===== config.mk =====
export PLATFORM = sky130hd
export DESIGN_NAME = rri_register_bank
export DESIGN_NICKNAME = d
export VERILOG_FILES = /design/src/rtl/rri_pkg.sv /design/src/rtl/rri_apb_slave.sv /design/src/rtl/rri_register_bank.sv
export SDC_FILE = /design/constraint.sdc
export NUM_CORES = 1
export LEC_CHECK = 0
export ABC_AREA = 0
export BUFFER_PORTS_ARGS = -buffer_cell sky130_fd_sc_hd__buf_2
export CORE_MARGIN = 2
export CORE_UTILIZATION = 40
export CTS_CLUSTER_SIZE = 28
export DETAILED_ROUTE_END_ITERATION = 8
export MAX_ROUTING_LAYER = met4
export SLEW_MARGIN = 15
export SYNTH_ARGS = -nofsm -noshare
export SYNTH_HDL_FRONTEND = slang
export SYNTH_SLANG_ARGS = --single-unit
export TNS_END_PERCENT = 20

===== constraint.sdc =====
create_clock -name pclk -period 3.32 [get_ports pclk]
set_input_delay 0.664 -clock pclk [delete_from_list [all_inputs] [get_ports pclk]]
set_output_delay 0.664 -clock pclk [all_outputs]
set_load 0.01 [all_outputs]

===== src/rtl/rri_pkg.sv =====
// Shared constants and carrier types of the reset and wake-up register bank
package rri_pkg;
    // Bank geometry: one register per aligned 32-bit word
    localparam int NREG = 30;
    localparam int IDX_W = 5;
    localparam logic [IDX_W-1:0] NREG_IDX = IDX_W'(NREG);
    localparam int ADDR_W = 32;
    localparam int DATA_W = 32;
    // Register indices; byte address is four times the index
    localparam logic [IDX_W-1:0] IDX_INTERRUPT_CONTROL = 5'h00;
    localparam logic [IDX_W-1:0] IDX_PERIPHERAL_FLAGS_ONE = 5'h01;
    localparam logic [IDX_W-1:0] IDX_PERIPHERAL_FLAGS_TWO = 5'h02;
    localparam logic [IDX_W-1:0] IDX_LONG_TIMER_COUNT_LOW = 5'h03;
    localparam logic [IDX_W-1:0] IDX_LONG_TIMER_COUNT_HIGH = 5'h04;
    localparam logic [IDX_W-1:0] IDX_LONG_TIMER_CONTROL = 5'h05;
    localparam logic [IDX_W-1:0] IDX_SHORT_TIMER_COUNT = 5'h06;
    localparam logic [IDX_W-1:0] IDX_SHORT_TIMER_CONTROL = 5'h07;
    localparam logic [IDX_W-1:0] IDX_SYNC_SERIAL_BUFFER = 5'h08;
    localparam logic [IDX_W-1:0] IDX_SYNC_SERIAL_CONTROL = 5'h09;
    localparam logic [IDX_W-1:0] IDX_CCU1_VALUE_LOW = 5'h0A;
    localparam logic [IDX_W-1:0] IDX_CCU1_VALUE_HIGH = 5'h0B;
    localparam logic [IDX_W-1:0] IDX_CCU1_CONTROL = 5'h0C;
    localparam logic [IDX_W-1:0] IDX_ASYNC_RX_STATUS = 5'h0D;
    localparam logic [IDX_W-1:0] IDX_ASYNC_TX_HOLDING = 5'h0E;
    localparam logic [IDX_W-1:0] IDX_ASYNC_RX_HOLDING = 5'h0F;
    localparam logic [IDX_W-1:0] IDX_CCU2_VALUE_LOW = 5'h10;
    localparam logic [IDX_W-1:0] IDX_CCU2_VALUE_HIGH = 5'h11;
    localparam logic [IDX_W-1:0] IDX_CCU2_CONTROL = 5'h12;
    localparam logic [IDX_W-1:0] IDX_CONVERTER_RESULT = 5'h13;
    localparam logic [IDX_W-1:0] IDX_CONVERTER_CONTROL_ZERO = 5'h14;
    localparam logic [IDX_W-1:0] IDX_TIMER0_PRESCALE_CONFIG = 5'h15;
    localparam logic [IDX_W-1:0] IDX_PORT_A_DIRECTION = 5'h16;
    localparam logic [IDX_W-1:0] IDX_PORT_B_DIRECTION = 5'h17;
    localparam logic [IDX_W-1:0] IDX_PORT_C_DIRECTION = 5'h18;
    localparam logic [IDX_W-1:0] IDX_PORT_D_DIRECTION = 5'h19;
    localparam logic [IDX_W-1:0] IDX_PORT_E_DIRECTION = 5'h1A;
    localparam logic [IDX_W-1:0] IDX_PERIPHERAL_ENABLES_ONE = 5'h1B;
    localparam logic [IDX_W-1:0] IDX_PERIPHERAL_ENABLES_TWO = 5'h1C;
    localparam logic [IDX_W-1:0] IDX_POWER_STATUS = 5'h1D;
    // Field positions
    localparam int GIE_BIT = 7;
    localparam int PWR_POWER_ON_BIT = 1;
    localparam int PWR_BROWN_OUT_BIT = 0;
    // Interrupt vector loaded on an enabled interrupt wake-up
    localparam logic [12:0] VECTOR_ADDR = 13'h0004;
    // Per-register byte tables, index 29 first, index 0 last
    // Implemented bits
    localparam logic [NREG-1:0][7:0] IMPL_MASK = {8'h03, 8'h01, 8'h7F, 8'hF7, 8'hFF, 8'hFF,
        8'hFF, 8'h3F, 8'hFF, 8'hFD, 8'hFF, 8'hFF, 8'hFF, 8'hFF, 8'hFF, 8'hFF, 8'hF7, 8'h3F,
        8'hFF, 8'hFF, 8'hFF, 8'hFF, 8'h7F, 8'hFF, 8'h3F, 8'hFF, 8'hFF, 8'h01, 8'h7F, 8'hFF};
    // Bits software may read; the transmit holding register is write-only
    localparam logic [NREG-1:0][7:0] READ_MASK = {8'h03, 8'h01, 8'h7F, 8'hF7, 8'hFF, 8'hFF,
        8'hFF, 8'h3F, 8'hFF, 8'hFD, 8'hFF, 8'hFF, 8'hFF, 8'hFF, 8'hFF, 8'h00, 8'hF7, 8'h3F,
        8'hFF, 8'hFF, 8'hFF, 8'hFF, 8'h7F, 8'hFF, 8'h3F, 8'hFF, 8'hFF, 8'h01, 8'h7F, 8'hFF};
    // Bits software may write; result and receive holding are loaded by peripherals
    localparam logic [NREG-1:0][7:0] WRITE_MASK = {8'h03, 8'h01, 8'h7F, 8'hF7, 8'hFF, 8'hFF,
        8'hFF, 8'h3F, 8'hFF, 8'hFD, 8'h00, 8'hFF, 8'hFF, 8'hFF, 8'h00, 8'hFF, 8'hF7, 8'h3F,
        8'hFF, 8'hFF, 8'hFF, 8'hFF, 8'h7F, 8'hFF, 8'h3F, 8'hFF, 8'hFF, 8'h01, 8'h7F, 8'hFF};
    // Initial value of every defined bit
    localparam logic [NREG-1:0][7:0] INIT_VAL = {8'h00, 8'h00, 8'h00, 8'h07, 8'hFF, 8'hFF,
        8'hFF, 8'h3F, 8'hFF, 8'h00, 8'h00, 8'h00, 8'h00, 8'h00, 8'h00, 8'h00, 8'h00, 8'h00,
        8'h00, 8'h00, 8'h00, 8'h00, 8'h00, 8'h00, 8'h00, 8'h00, 8'h00, 8'h00, 8'h00, 8'h00};
    // Bits loaded by power-on or brown-out reset; others keep their contents, except the event's own power status bit, which is cleared
    localparam logic [NREG-1:0][7:0] POR_MASK = {8'h00, 8'h01, 8'h7F, 8'hF7, 8'hFF, 8'hFF,
        8'hFF, 8'h3F, 8'hFF, 8'hFD, 8'h00, 8'hFF, 8'h00, 8'h00, 8'hFF, 8'hFF, 8'hF6, 8'h3F,
        8'h00, 8'h00, 8'hFF, 8'h00, 8'h7F, 8'hFF, 8'h3F, 8'h00, 8'h00, 8'h01, 8'h7F, 8'hFE};
    // Bits loaded by external-pin or watchdog reset
    localparam logic [NREG-1:0][7:0] PIN_MASK = {8'h00, 8'h01, 8'h7F, 8'hF7, 8'hFF, 8'hFF,
        8'hFF, 8'h3F, 8'hFF, 8'hFD, 8'h00, 8'hFF, 8'h00, 8'h00, 8'hFF, 8'hFF, 8'hF6, 8'h3F,
        8'h00, 8'h00, 8'hFF, 8'h00, 8'h7F, 8'hFF, 8'h00, 8'h00, 8'h00, 8'h01, 8'h7F, 8'hFE};

    // APB request as driven by the master
    typedef struct packed {
        logic psel;
        logic penable;
        logic pwrite;
        logic [ADDR_W-1:0] paddr;
        logic [DATA_W-1:0] pwdata;
    } rri_apb_req_t;
    // Decoded access handed from the bus slave to the bank
    typedef struct packed {
        logic rd_load;
        logic wr;
        logic mapped;
        logic [IDX_W-1:0] index;
    } rri_access_t;
    // One-cycle event qualifiers from the reset controller
    typedef struct packed {
        logic power_on;
        logic brown_out;
        logic pin_or_watchdog;
        logic wake;
    } rri_events_t;
    // Source of a wake-up: which flags to raise and whether it was an interrupt
    typedef struct packed {
        logic by_interrupt;
        logic [2:0] core_flags;
        logic [6:0] flags_one;
        logic flags_two;
    } rri_wake_src_t;
    // Peripheral update of a read-only register
    typedef struct packed {
        logic valid;
        logic [IDX_W-1:0] index;
        logic [7:0] data;
    } rri_periph_load_t;
    // Control values steering the rest of the device
    typedef struct packed {
        logic global_interrupt_enable;
        logic [7:0] prescale;
        logic [5:0] port_a_dir;
        logic [7:0] port_b_dir;
        logic [7:0] port_c_dir;
        logic [7:0] port_d_dir;
        logic [7:0] port_e_dir;
    } rri_ctrl_t;
    // State of the bus slave
    typedef struct packed {
        logic ack;
    } rri_slave_state_t;
    // State of the bank
    typedef struct packed {
        logic [NREG-1:0][7:0] regs;
        logic [DATA_W-1:0] prdata;
        logic vec_load;
    } rri_bank_state_t;
endpackage


===== src/rtl/rri_apb_slave.sv =====
// APB slave front end: decode and one wait state before every answer
module rri_apb_slave (
    input wire logic pclk,
    input wire logic presetn,
    input wire rri_pkg::rri_apb_req_t apb,
    output logic pready,
    output logic pslverr,
    output rri_pkg::rri_access_t acc
);
    import rri_pkg::*;

    rri_slave_state_t s_reg; // Registered state
    rri_slave_state_t s_next; // Next state
    logic access; // Access phase present

    // Decode; wait state lets the bank register read data before pready
    always_comb begin
        access = apb.psel & apb.penable;
        s_next.ack = access & ~s_reg.ack;
        acc.index = apb.paddr[IDX_W+1:2];
        acc.mapped = (apb.paddr[1:0] == 2'h0) && (apb.paddr[ADDR_W-1:IDX_W+2] == '0)
            && (apb.paddr[IDX_W+1:2] < NREG_IDX);
        acc.rd_load = access & ~s_reg.ack;
        acc.wr = access & s_reg.ack & apb.pwrite & acc.mapped;
        pready = access & s_reg.ack;
        pslverr = access & s_reg.ack & ~acc.mapped;
    end

    // State register
    always_ff @(posedge pclk or negedge presetn) begin
        if (!presetn) begin
            s_reg <= '0;
        end else begin
            s_reg <= s_next;
        end
    end

    property p_ready_after_one_wait;
        @(posedge pclk) disable iff (!presetn)
        (apb.psel && apb.penable && !pready) |=> pready;
    endproperty
    a_ready_after_one_wait: assert property (p_ready_after_one_wait)
        else $error("pready not raised after one wait state");
endmodule // rri_apb_slave


===== src/rtl/rri_register_bank.sv =====
// Reset and wake-up register bank with APB access
module rri_register_bank (
    input wire logic pclk,
    input wire logic presetn,
    input wire rri_pkg::rri_apb_req_t apb,
    output logic [rri_pkg::DATA_W-1:0] prdata,
    output logic pready,
    output logic pslverr,
    input wire rri_pkg::rri_events_t ev,
    input wire rri_pkg::rri_wake_src_t wake_src,
    input wire rri_pkg::rri_periph_load_t periph_load,
    output logic vector_load,
    output logic [12:0] vector_addr,
    output rri_pkg::rri_ctrl_t ctrl
);
    import rri_pkg::*;

    // Asynchronous reset is power-on: all defined bits take their initial value
    localparam rri_bank_state_t BANK_RESET = '{regs: INIT_VAL, prdata: '0, vec_load: 1'b0};

    rri_bank_state_t s_reg; // Registered state
    rri_bank_state_t s_next; // Next state
    rri_access_t acc; // Decoded bus access
    logic any_reset; // Some reset event this cycle
    logic ev_pin_only; // Pin or watchdog reset without a stronger one
    logic ev_wake_only; // Wake-up with no reset
    logic [7:0] rd_byte; // Masked read value

    // Load masked bits with their initial value, leave the rest alone
    function automatic logic [7:0] apply_init(input logic [7:0] cur, input logic [7:0] mask,
        input logic [7:0] val);
        apply_init = (cur & ~mask) | (val & mask);
    endfunction

    // Bus front end
    rri_apb_slave u_slave (
        .pclk(pclk),
        .presetn(presetn),
        .apb(apb),
        .pready(pready),
        .pslverr(pslverr),
        .acc(acc)
    );

    // Event priority: power-on, brown-out, pin or watchdog, then wake-up
    always_comb begin
        any_reset = ev.power_on | ev.brown_out | ev.pin_or_watchdog;
        ev_pin_only = ev.pin_or_watchdog & ~ev.power_on & ~ev.brown_out;
        ev_wake_only = ev.wake & ~any_reset;
    end

    // Read path masks unimplemented and write-only bits
    always_comb begin
        if (acc.mapped) begin
            rd_byte = s_reg.regs[acc.index] & READ_MASK[acc.index];
        end else begin
            rd_byte = 8'h00;
        end
    end

    // Next-state logic of the whole bank
    always_comb begin
        s_next = s_reg;
        s_next.vec_load = 1'b0;
        // Read data captured in the wait state, upper lanes zero
        if (acc.rd_load) begin
            s_next.prdata = {24'h000000, rd_byte};
        end
        if (ev.power_on) begin
            // Power-on: masked bits initialised, undefined ones kept
            for (int i = 0; i < NREG; i++) begin
                s_next.regs[i] = apply_init(s_reg.regs[i], POR_MASK[i], INIT_VAL[i]);
            end
            s_next.regs[IDX_POWER_STATUS][PWR_POWER_ON_BIT] = 1'b0;
        end else if (ev.brown_out) begin
            // Brown-out: same values as power-on, but clears its own status bit
            for (int i = 0; i < NREG; i++) begin
                s_next.regs[i] = apply_init(s_reg.regs[i], POR_MASK[i], INIT_VAL[i]);
            end
            s_next.regs[IDX_POWER_STATUS][PWR_BROWN_OUT_BIT] = 1'b0;
        end else if (ev.pin_or_watchdog) begin
            // One qualifier serves both pin and watchdog resets
            for (int i = 0; i < NREG; i++) begin
                s_next.regs[i] = apply_init(s_reg.regs[i], PIN_MASK[i], INIT_VAL[i]);
            end
        end else begin
            // Peripheral loads beat software; both blocked while a reset acts
            if (periph_load.valid && periph_load.index < NREG_IDX) begin
                s_next.regs[periph_load.index] = periph_load.data & IMPL_MASK[periph_load.index];
            end else if (acc.wr) begin
                s_next.regs[acc.index] = (s_reg.regs[acc.index] & ~WRITE_MASK[acc.index])
                    | (apb.pwdata[7:0] & WRITE_MASK[acc.index]);
            end
            // Wake-up flags are ORed after the write so a set beats a clear
            if (ev.wake) begin
                s_next.regs[IDX_INTERRUPT_CONTROL][2:0] =
                    s_next.regs[IDX_INTERRUPT_CONTROL][2:0] | wake_src.core_flags;
                s_next.regs[IDX_PERIPHERAL_FLAGS_ONE][6:0] =
                    s_next.regs[IDX_PERIPHERAL_FLAGS_ONE][6:0] | wake_src.flags_one;
                s_next.regs[IDX_PERIPHERAL_FLAGS_TWO][0] =
                    s_next.regs[IDX_PERIPHERAL_FLAGS_TWO][0] | wake_src.flags_two;
                // Enable is sampled before any concurrent write
                if (wake_src.by_interrupt && s_reg.regs[IDX_INTERRUPT_CONTROL][GIE_BIT]) begin
                    s_next.vec_load = 1'b1;
                end
            end
        end
    end

    // State register
    always_ff @(posedge pclk or negedge presetn) begin
        if (!presetn) begin
            s_reg <= BANK_RESET;
        end else begin
            s_reg <= s_next;
        end
    end

    // Outputs straight from flops; vector address is a constant
    assign prdata = s_reg.prdata;
    assign vector_load = s_reg.vec_load;
    assign vector_addr = VECTOR_ADDR;
    assign ctrl.global_interrupt_enable = s_reg.regs[IDX_INTERRUPT_CONTROL][GIE_BIT];
    assign ctrl.prescale = s_reg.regs[IDX_TIMER0_PRESCALE_CONFIG];
    assign ctrl.port_a_dir = s_reg.regs[IDX_PORT_A_DIRECTION][5:0];
    assign ctrl.port_b_dir = s_reg.regs[IDX_PORT_B_DIRECTION];
    assign ctrl.port_c_dir = s_reg.regs[IDX_PORT_C_DIRECTION];
    assign ctrl.port_d_dir = s_reg.regs[IDX_PORT_D_DIRECTION];
    assign ctrl.port_e_dir = s_reg.regs[IDX_PORT_E_DIRECTION];

    property p_vector_on_irq_wake;
        @(posedge pclk) disable iff (!presetn)
        (ev_wake_only && wake_src.by_interrupt && ctrl.global_interrupt_enable)
            |=> vector_load ##1 !vector_load;
    endproperty
    a_vector_on_irq_wake: assert property (p_vector_on_irq_wake)
        else $error("vector not loaded on enabled interrupt wake");

    property p_vector_has_cause;
        @(posedge pclk) disable iff (!presetn)
        vector_load |-> $past(ev_wake_only) && $past(ctrl.global_interrupt_enable);
    endproperty
    a_vector_has_cause: assert property (p_vector_has_cause)
        else $error("vector loaded without interrupt wake");

    property p_wake_sets_flags;
        @(posedge pclk) disable iff (!presetn)
        ev_wake_only |=>
            ((s_reg.regs[IDX_PERIPHERAL_FLAGS_ONE][6:0] & $past(wake_src.flags_one))
                == $past(wake_src.flags_one))
            && ((s_reg.regs[IDX_INTERRUPT_CONTROL][2:0] & $past(wake_src.core_flags))
                == $past(wake_src.core_flags));
    endproperty
    a_wake_sets_flags: assert property (p_wake_sets_flags)
        else $error("wake source flag not raised");

    property p_unimpl_reads_zero;
        @(posedge pclk) disable iff (!presetn)
        acc.rd_load |=> (prdata[31:8] == 24'h000000)
            && ((prdata[7:0] & ~$past(READ_MASK[acc.index])) == 8'h00);
    endproperty
    a_unimpl_reads_zero: assert property (p_unimpl_reads_zero)
        else $error("unimplemented bit read as one");

    property p_pin_reset_interrupt_control;
        @(posedge pclk) disable iff (!presetn)
        ev_pin_only |=> (ctrl.global_interrupt_enable == 1'b0)
            && (s_reg.regs[IDX_INTERRUPT_CONTROL][7:1] == 7'h00)
            && (s_reg.regs[IDX_INTERRUPT_CONTROL][0]
                == $past(s_reg.regs[IDX_INTERRUPT_CONTROL][0]));
    endproperty
    a_pin_reset_interrupt_control: assert property (p_pin_reset_interrupt_control)
        else $error("interrupt control wrong after pin reset");

    property p_long_timer_control;
        @(posedge pclk) disable iff (!presetn)
        (ev_pin_only |=> $stable(s_reg.regs[IDX_LONG_TIMER_CONTROL]))
            and (ev.power_on |=> s_reg.regs[IDX_LONG_TIMER_CONTROL] == 8'h00);
    endproperty
    a_long_timer_control: assert property (p_long_timer_control)
        else $error("long timer control mishandled on reset");

    property p_long_timer_count_kept;
        @(posedge pclk) disable iff (!presetn)
        any_reset |=> $stable(s_reg.regs[IDX_LONG_TIMER_COUNT_LOW])
            && $stable(s_reg.regs[IDX_LONG_TIMER_COUNT_HIGH]);
    endproperty
    a_long_timer_count_kept: assert property (p_long_timer_count_kept)
        else $error("long timer count changed by reset");

    property p_reset_directions;
        @(posedge pclk) disable iff (!presetn)
        any_reset |=> (ctrl.prescale == 8'hFF) && (ctrl.port_a_dir == 6'h3F)
            && (ctrl.port_b_dir == 8'hFF) && (ctrl.port_d_dir == 8'hFF)
            && (ctrl.port_c_dir == 8'hFF) && (ctrl.port_e_dir == 8'h07);
    endproperty
    a_reset_directions: assert property (p_reset_directions)
        else $error("direction or prescale wrong after reset");

    property p_power_on_status;
        @(posedge pclk) disable iff (!presetn)
        ev.power_on |=> (s_reg.regs[IDX_POWER_STATUS][PWR_POWER_ON_BIT] == 1'b0)
            && (s_reg.regs[IDX_POWER_STATUS][PWR_BROWN_OUT_BIT]
                == $past(s_reg.regs[IDX_POWER_STATUS][PWR_BROWN_OUT_BIT]));
    endproperty
    a_power_on_status: assert property (p_power_on_status)
        else $error("power status wrong after power-on");

    property p_wake_keeps_enables;
        @(posedge pclk) disable iff (!presetn)
        (ev_wake_only && !acc.wr && !periph_load.valid) |=>
            $stable(s_reg.regs[IDX_PERIPHERAL_ENABLES_ONE])
            && $stable(s_reg.regs[IDX_PERIPHERAL_ENABLES_TWO]);
    endproperty
    a_wake_keeps_enables: assert property (p_wake_keeps_enables)
        else $error("enable register changed by wake-up");
endmodule // rri_register_bank


Word level (Yosys, flattened, before mapping)
Memories as Yosys holds them, arrays and structs flattened. Index checks and enable logic that the tools add are counted.

Memories kept: 3. Output and inout bits: 95. Flip-flop bits (word level): 250. Logic and storage cells: 125. ROM bits: 768.

Memory list: (no name shown) (words 32, width 8, read ports 1, clocked after Yosys merged registers in 0, write ports 0, line rri_register_bank.sv:89) `s_next.regs[periph_load.index] = periph_load.data & IMPL_MASK[periph_load.index];`; (no name shown) (words 32, width 8, read ports 1, clocked after Yosys merged registers in 0, write ports 0, line rri_register_bank.sv:91) `s_next.regs[acc.index] = (s_reg.regs[acc.index] & ~WRITE_MASK[acc.index])`; (no name shown) (words 32, width 8, read ports 1, clocked after Yosys merged registers in 0, write ports 0, line rri_register_bank.sv:55) `rd_byte = s_reg.regs[acc.index] & READ_MASK[acc.index];`.

Eq/ne operators: 4. Reduce and logical (&&, ||, !) cells: 16. Bitwise operators: 20. Magnitude comparators: 6. Muxes and demuxes: 28.

Operators by type and width (count): $mux W240 (5); $mux W234 (3); $bwmux W240 (2); $demux W8 S5 (2); $mux W8 (7); $bmux W8 S5 (1); $and A8 B8 Y8 (4); $logic_not A25 Y1 (1); $lt A5 B6 Y1 const B (2); $ge A5 B1 Y1 const B (2); $lt A5 B5 Y1 const B (2); $reduce_and A3 Y1 (3); $not A8 Y8 (1); $or A8 B8 Y8 (1); $mux W7 (1); $or A7 B7 Y7 (1); $and A1 B1 Y1 (6); $logic_and A1 B1 Y1 (6); $mux W1 (6); $ne A2 B1 Y1 const B (3); $not A1 Y1 (5); $reduce_bool A5 Y1 (1); $reduce_and A4 Y1 (1); $reduce_bool A4 Y1 (1); other kinds (7) (7).

Longest topological paths before layout
Word-level depth: 16. Gate-level depth with buffers: 17. Gate-level depth less buffers: 8.

Hierarchy
Synthesis repeated with hierarchy kept, for this count alone.

Cells, all modules: 1648. Area, all modules: 15294.7 sq um.

By module, submodules not included: rri_register_bank (cells each 1624, times used 1, sequential area each 6282.3 sq um, area an instance 15099.5 sq um); rri_apb_slave (cells each 24, times used 1, sequential area each 25.0 sq um, area an instance 195.2 sq um).

Worst setup path before layout
No wires, ideal clock.

Kind: input to register. From: in apb[34] (netlist name). To: reg s_reg[59] (netlist name). Setup slack: -0.458 ns. Arrival: 3.686 ns. Cell stages on the path: 15. Path buffers: 7. Data required time: 3.228 ns. Cells stage by stage: buf_6 > buf_12 > buf_4 > buf_4 > buf_6 > buf_4 > inv_1 > ha_1 > clkbuf_1 > mux2i_1 > o31ai_1 > nor2_1 > a31oi_2 > nand2_1 > o221ai_1.

Cells in the longest elaborated chain, start to end: 11.

Ends and longest elaborated chain: from (decl) (line rri_register_bank.sv:5) `input wire rri_pkg::rri_apb_req_t apb,`; $mem_v2 Z32 W8; $mux W8 (not written as such) (line rri_register_bank.sv:92) `| (apb.pwdata[7:0] & WRITE_MASK[acc.index]);`; $not A8 Y8 (line rri_register_bank.sv:91); $and A8 B8 Y8 (line rri_register_bank.sv:91); $or A8 B8 Y8 (line rri_register_bank.sv:92); $bwmux W240 (line rri_register_bank.sv:91); $mux W240 (line rri_register_bank.sv:90) `end else if (acc.wr) begin`; $mux W240 (line rri_register_bank.sv:88) `if (periph_load.valid && periph_load.index < NREG_IDX) begin`; $mux W240 (line rri_register_bank.sv:81) `end else if (ev.pin_or_watchdog) begin`; $mux W240 (line rri_register_bank.sv:75) `end else if (ev.brown_out) begin`; $mux W240 (line rri_register_bank.sv:69) `if (ev.power_on) begin`; to (signal assigned) (line rri_register_bank.sv:115) `s_reg <= s_next;`; to (decl) (line rri_register_bank.sv:21) `rri_bank_state_t s_reg;`.

Parallel ways exist; a longest one is shown, timed or not. The select of a mux whose other input is x is not followed. A chain may end at the register's enable or synchronous reset.

Final worst setup path
From: in apb[35] (netlist name). To: out pslverr.

Cells in the longest elaborated chain, start to end: 4.

Ends and longest elaborated chain: $lt A5 B5 Y1 (line rri_apb_slave.sv:22) `&& (apb.paddr[IDX_W+1:2] < NREG_IDX);`; $logic_and A1 B1 Y1 (line rri_apb_slave.sv:22); $not A1 Y1 (line rri_apb_slave.sv:26) `pslverr = access & s_reg.ack & ~acc.mapped;`; $and A1 B1 Y1 (line rri_apb_slave.sv:26); to (decl) (line rri_register_bank.sv:8) `output logic pslverr,`.

No other way between the ends.

==> impl_metrics.toml <==
[floorplanning]
die_h_um = 203.9
die_area_um2 = 41560
fp.dieW_um = 203.9
initial_core_util = 0.4040
floorplan.rows = 73
design.portCount = 194
core_ar_um2 = 39550

[timing]
worst_clock_skew_ns = 0.01346
final.period_utilization = 0.9129
hold_viol = 0
holdWs_ns = 0.1317
max_transition_margin = 0.3353
max_clock_freq_ghz = 0.3299
finalWorstSetupSlack_ns = 0.2892
finalMaxSlewViolations = 0
finalWorstPathRequiredPeriod_ns = 3.031
timing_worst_slew_pin_value_ns = 0.9934
rsz0062_at_grt = "false"
finalSetupViolations = 0

[global_routing]
grt-ovfl-total = 0
grt_antenna_before_repair = 2
grt_max_degree = 107
track_usage = 0.3922
grt_first_pass_wirelength_um = 114700
first_global_vias = 16011

[cells_and_area]
final_core_util = 0.5033
net_count_of_the_finished_layout = 2109
layout_area_growth_over_synthesis_pct = 24.58
number_of_flip_flops_in_the_largest_register = 193
drive_gt1_frac = 0.2962
layout.cells.most_common = "sky130_fd_sc_hd__buf_4"
multi_input_area_um2 = 8474
final_cell_mix = "272 x sky130_fd_sc_hd__buf_4, 209 x sky130_fd_sc_hd__dfrtp_1, 157 x sky130_fd_sc_hd__nand2_1"
final.fill_count = 3819
register_area_um2 = 6307

[yosys]
dominant_combinational_cell_family_by_area_after_synthesis = "compound AO/OA/AOI/OAI gates"
synth-seq-area-share = 0.3947
synthSimpleGateAreaFrac = 0.1515
post_synth_xor_area_fraction = 0
synth_compound_gate_area_share = 0.2630
synth_top_area_cell = "sky130_fd_sc_hd__dfrtp_1"
synth_top_cells_by_area = "sky130_fd_sc_hd__dfrtp_1 33%, sky130_fd_sc_hd__dfstp_2 6.7%, sky130_fd_sc_hd__mux2i_1 5.8%"
synth.lib_cells_used.distinct = 80
synthesis.area_per_instance_um2 = 9.285
syn_area_um2 = 15980
yosys_most_used_dff = "sky130_fd_sc_hd__dfrtp_1"
synth_top_area_frac = 0.3273
post_synth_fa_ha_maj_area_fraction = 0.01175
post_synth_mux_area_share = 0.08997
synth.yosys.warnings = 0
synth_seq_cells = 250
synth_enable_flop_cells = 0
syn-instance-count = 1721
postSynth.asyncResetShare = 1.000

[clock_tree]
later_pin_clock_latency_in_the_skew_report_ns = 0.59
ctsHtreeMaxLevel = 1
clk_pin_slew_worst_paths_ns = 0.06
cts_inserted_buffers = 30
clockRootBuffer = "sky130_fd_sc_hd__clkbuf_16"
post-cts-setup-buffers = 0
hold_buffers = 0
cts_tree = "built"
cts_max_path_bufs = 3
cts.sinks = 250
post_cts_resize_count = 0

[worst_setup_path]
ff2ff_setup_slack_ns = 0.47
cp-startpoint = "apb[35]"
regToRegStartpoint = "u_slave.s_reg"
cp-end-kind = "primary output"
path_class = "input port to primary output"
destination_of_the_worst_register_to_register_timing_path = "ctrl[5]"
cell_depth_of_the_worst_flop_to_flop_path = 7
worstSetupStartpointType = "input port"
crit_path_to = "pslverr"
worstPathRequired_ns = 2.66
critical_path_arrival_ns = 2.37
worst-path-max-fanout = 14

[detailed_routing]
avgViaCountPerCell = 6.625
dr.pass1.iters = 8
drtAntennaViolNets = 0
first_iter_violations = 2598
route.vias.total = 16861
drt-total-wl_um = 79850
drc = 0
post_dr_wirelength_cell_um = 31.38

[power]
share_comb_of_total_power = 0.182
switchingPower_uw = 2430
power.ir.vdd_worst_mv = 0.3859
clock_power_share = 0.424
cellLeakagePower_uw = 0.008383
total_power_uw = 8005
cell_internal_pwr_uw = 5575
pwr-share-seq = 0.394
pwr_density_cell_nw_per_um2 = 402.1
netSwitchingFraction = 0.3036

[placement]
portBuffers = 132
place.detailed.hpwl_um = 59320
pre_cts_ws_ns = -0.04875
placer_congestion = 1.013

[status]
run_status = "finished clean"

[min_path]
path_type_of_the_worst_min_delay_path = "input port to asynchronous set/reset pin"

[run]
cap_violations = 0
[metrics by stage]
| step | setup TNS, ns | instance area [um2] | instances |
|---|---|---|---|
| floorplan | -0.005455 | 16180 | 1756 |
| global placement | -0.03899 | 18900 | 2488 |
| detailed placement | -0.1912 | 18900 | 2488 |
| CTS | 0 | 19900 | 2544 |
| global route | 0 | 19900 | 2544 |
| finish | 0 | 19910 | 2545 |
[metal layers]
metal,vias to the layer above,global-route usage,share of wire
li1,7089,-,-
met1,8409,0.5375,0.41
met2,1156,0.5703,0.43
met3,207,0.08402,0.11
met4,0,0.1431,0.044
met5,-,-,0
[worst max-delay path, cell delays in order]
cell	delay, ns
sky130_fd_sc_hd__buf_2	0.35
sky130_fd_sc_hd__buf_12	0.21
sky130_fd_sc_hd__nand2_1	0.11
sky130_fd_sc_hd__o2111a_1	0.30
sky130_fd_sc_hd__buf_4	0.19
sky130_fd_sc_hd__nand2_1	0.22
sky130_fd_sc_hd__and2_1	0.17
sky130_fd_sc_hd__buf_2	0.12
[layout make-up]
| type | count | area share |
|---|---|---|
| diodes | 1 | 0.0001257 |
| inverters | 17 | 0.003206 |
| well taps | 525 | 0.03300 |
| clock buffers | 47 | 0.04764 |
| repair buffers | 438 | 0.1708 |
| multi-input cells | 1258 | 0.4257 |
| flip-flops and latches | 250 | 0.3168 |
| clock inverters | 9 | 0.002703 |
[power groups by stage]
stage / logic, uW / registers (uW) / clock network (uW)
after floorplan: 624 / 3190 / 0
after global placement: 1400 / 3200 / 0
after detailed placement: 1410 / 3200 / 0
after CTS: 1410 / 3150 / 3400
after global routing: 1500 / 3160 / 3520
final: 1460 / 3150 / 3390
[cell usage after synthesis (28+ instances only)]
library cell,number
sky130_fd_sc_hd__dfrtp_1,209
sky130_fd_sc_hd__nand2_1,157
sky130_fd_sc_hd__o21ai_0,129
sky130_fd_sc_hd__buf_4,99
sky130_fd_sc_hd__mux2i_1,93
sky130_fd_sc_hd__clkbuf_1,92
sky130_fd_sc_hd__nor2_1,89
sky130_fd_sc_hd__a22oi_1,82
sky130_fd_sc_hd__o22ai_1,76
sky130_fd_sc_hd__a21oi_1,70
sky130_fd_sc_hd__nand3_1,54
sky130_fd_sc_hd__dfstp_2,41
sky130_fd_sc_hd__a221oi_1,29
sky130_fd_sc_hd__nor3_1,28
[cells by family (layout without fill, tap and decap cells)]
family	Yosys count	after routing
buffers and inverters	248	511
flip-flops	250	250
AO/OA/AOI/OAI	606	606
AND/OR/NAND/NOR	480	480
multiplexers	120	120
adder cells (fa/ha/maj)	15	15
other	2	38
[how the worst min path moves through the flow]
stage	startpoint	to	slack, ns	cells after the start
6_report	presetn	s_reg[249]	0.13	1
5_1_grt	presetn	s_reg[250]	0.18	1
4_1_cts	presetn	s_reg[250]	0.14	1
3_5_place_dp	prdata[0]	prdata[0]	0.45	2
3_3_place_gp	prdata[0]	prdata[0]	0.45	2
2_1_floorplan	presetn	ctrl[3]	0.37	0
Power figures use the tool's default switching activity.
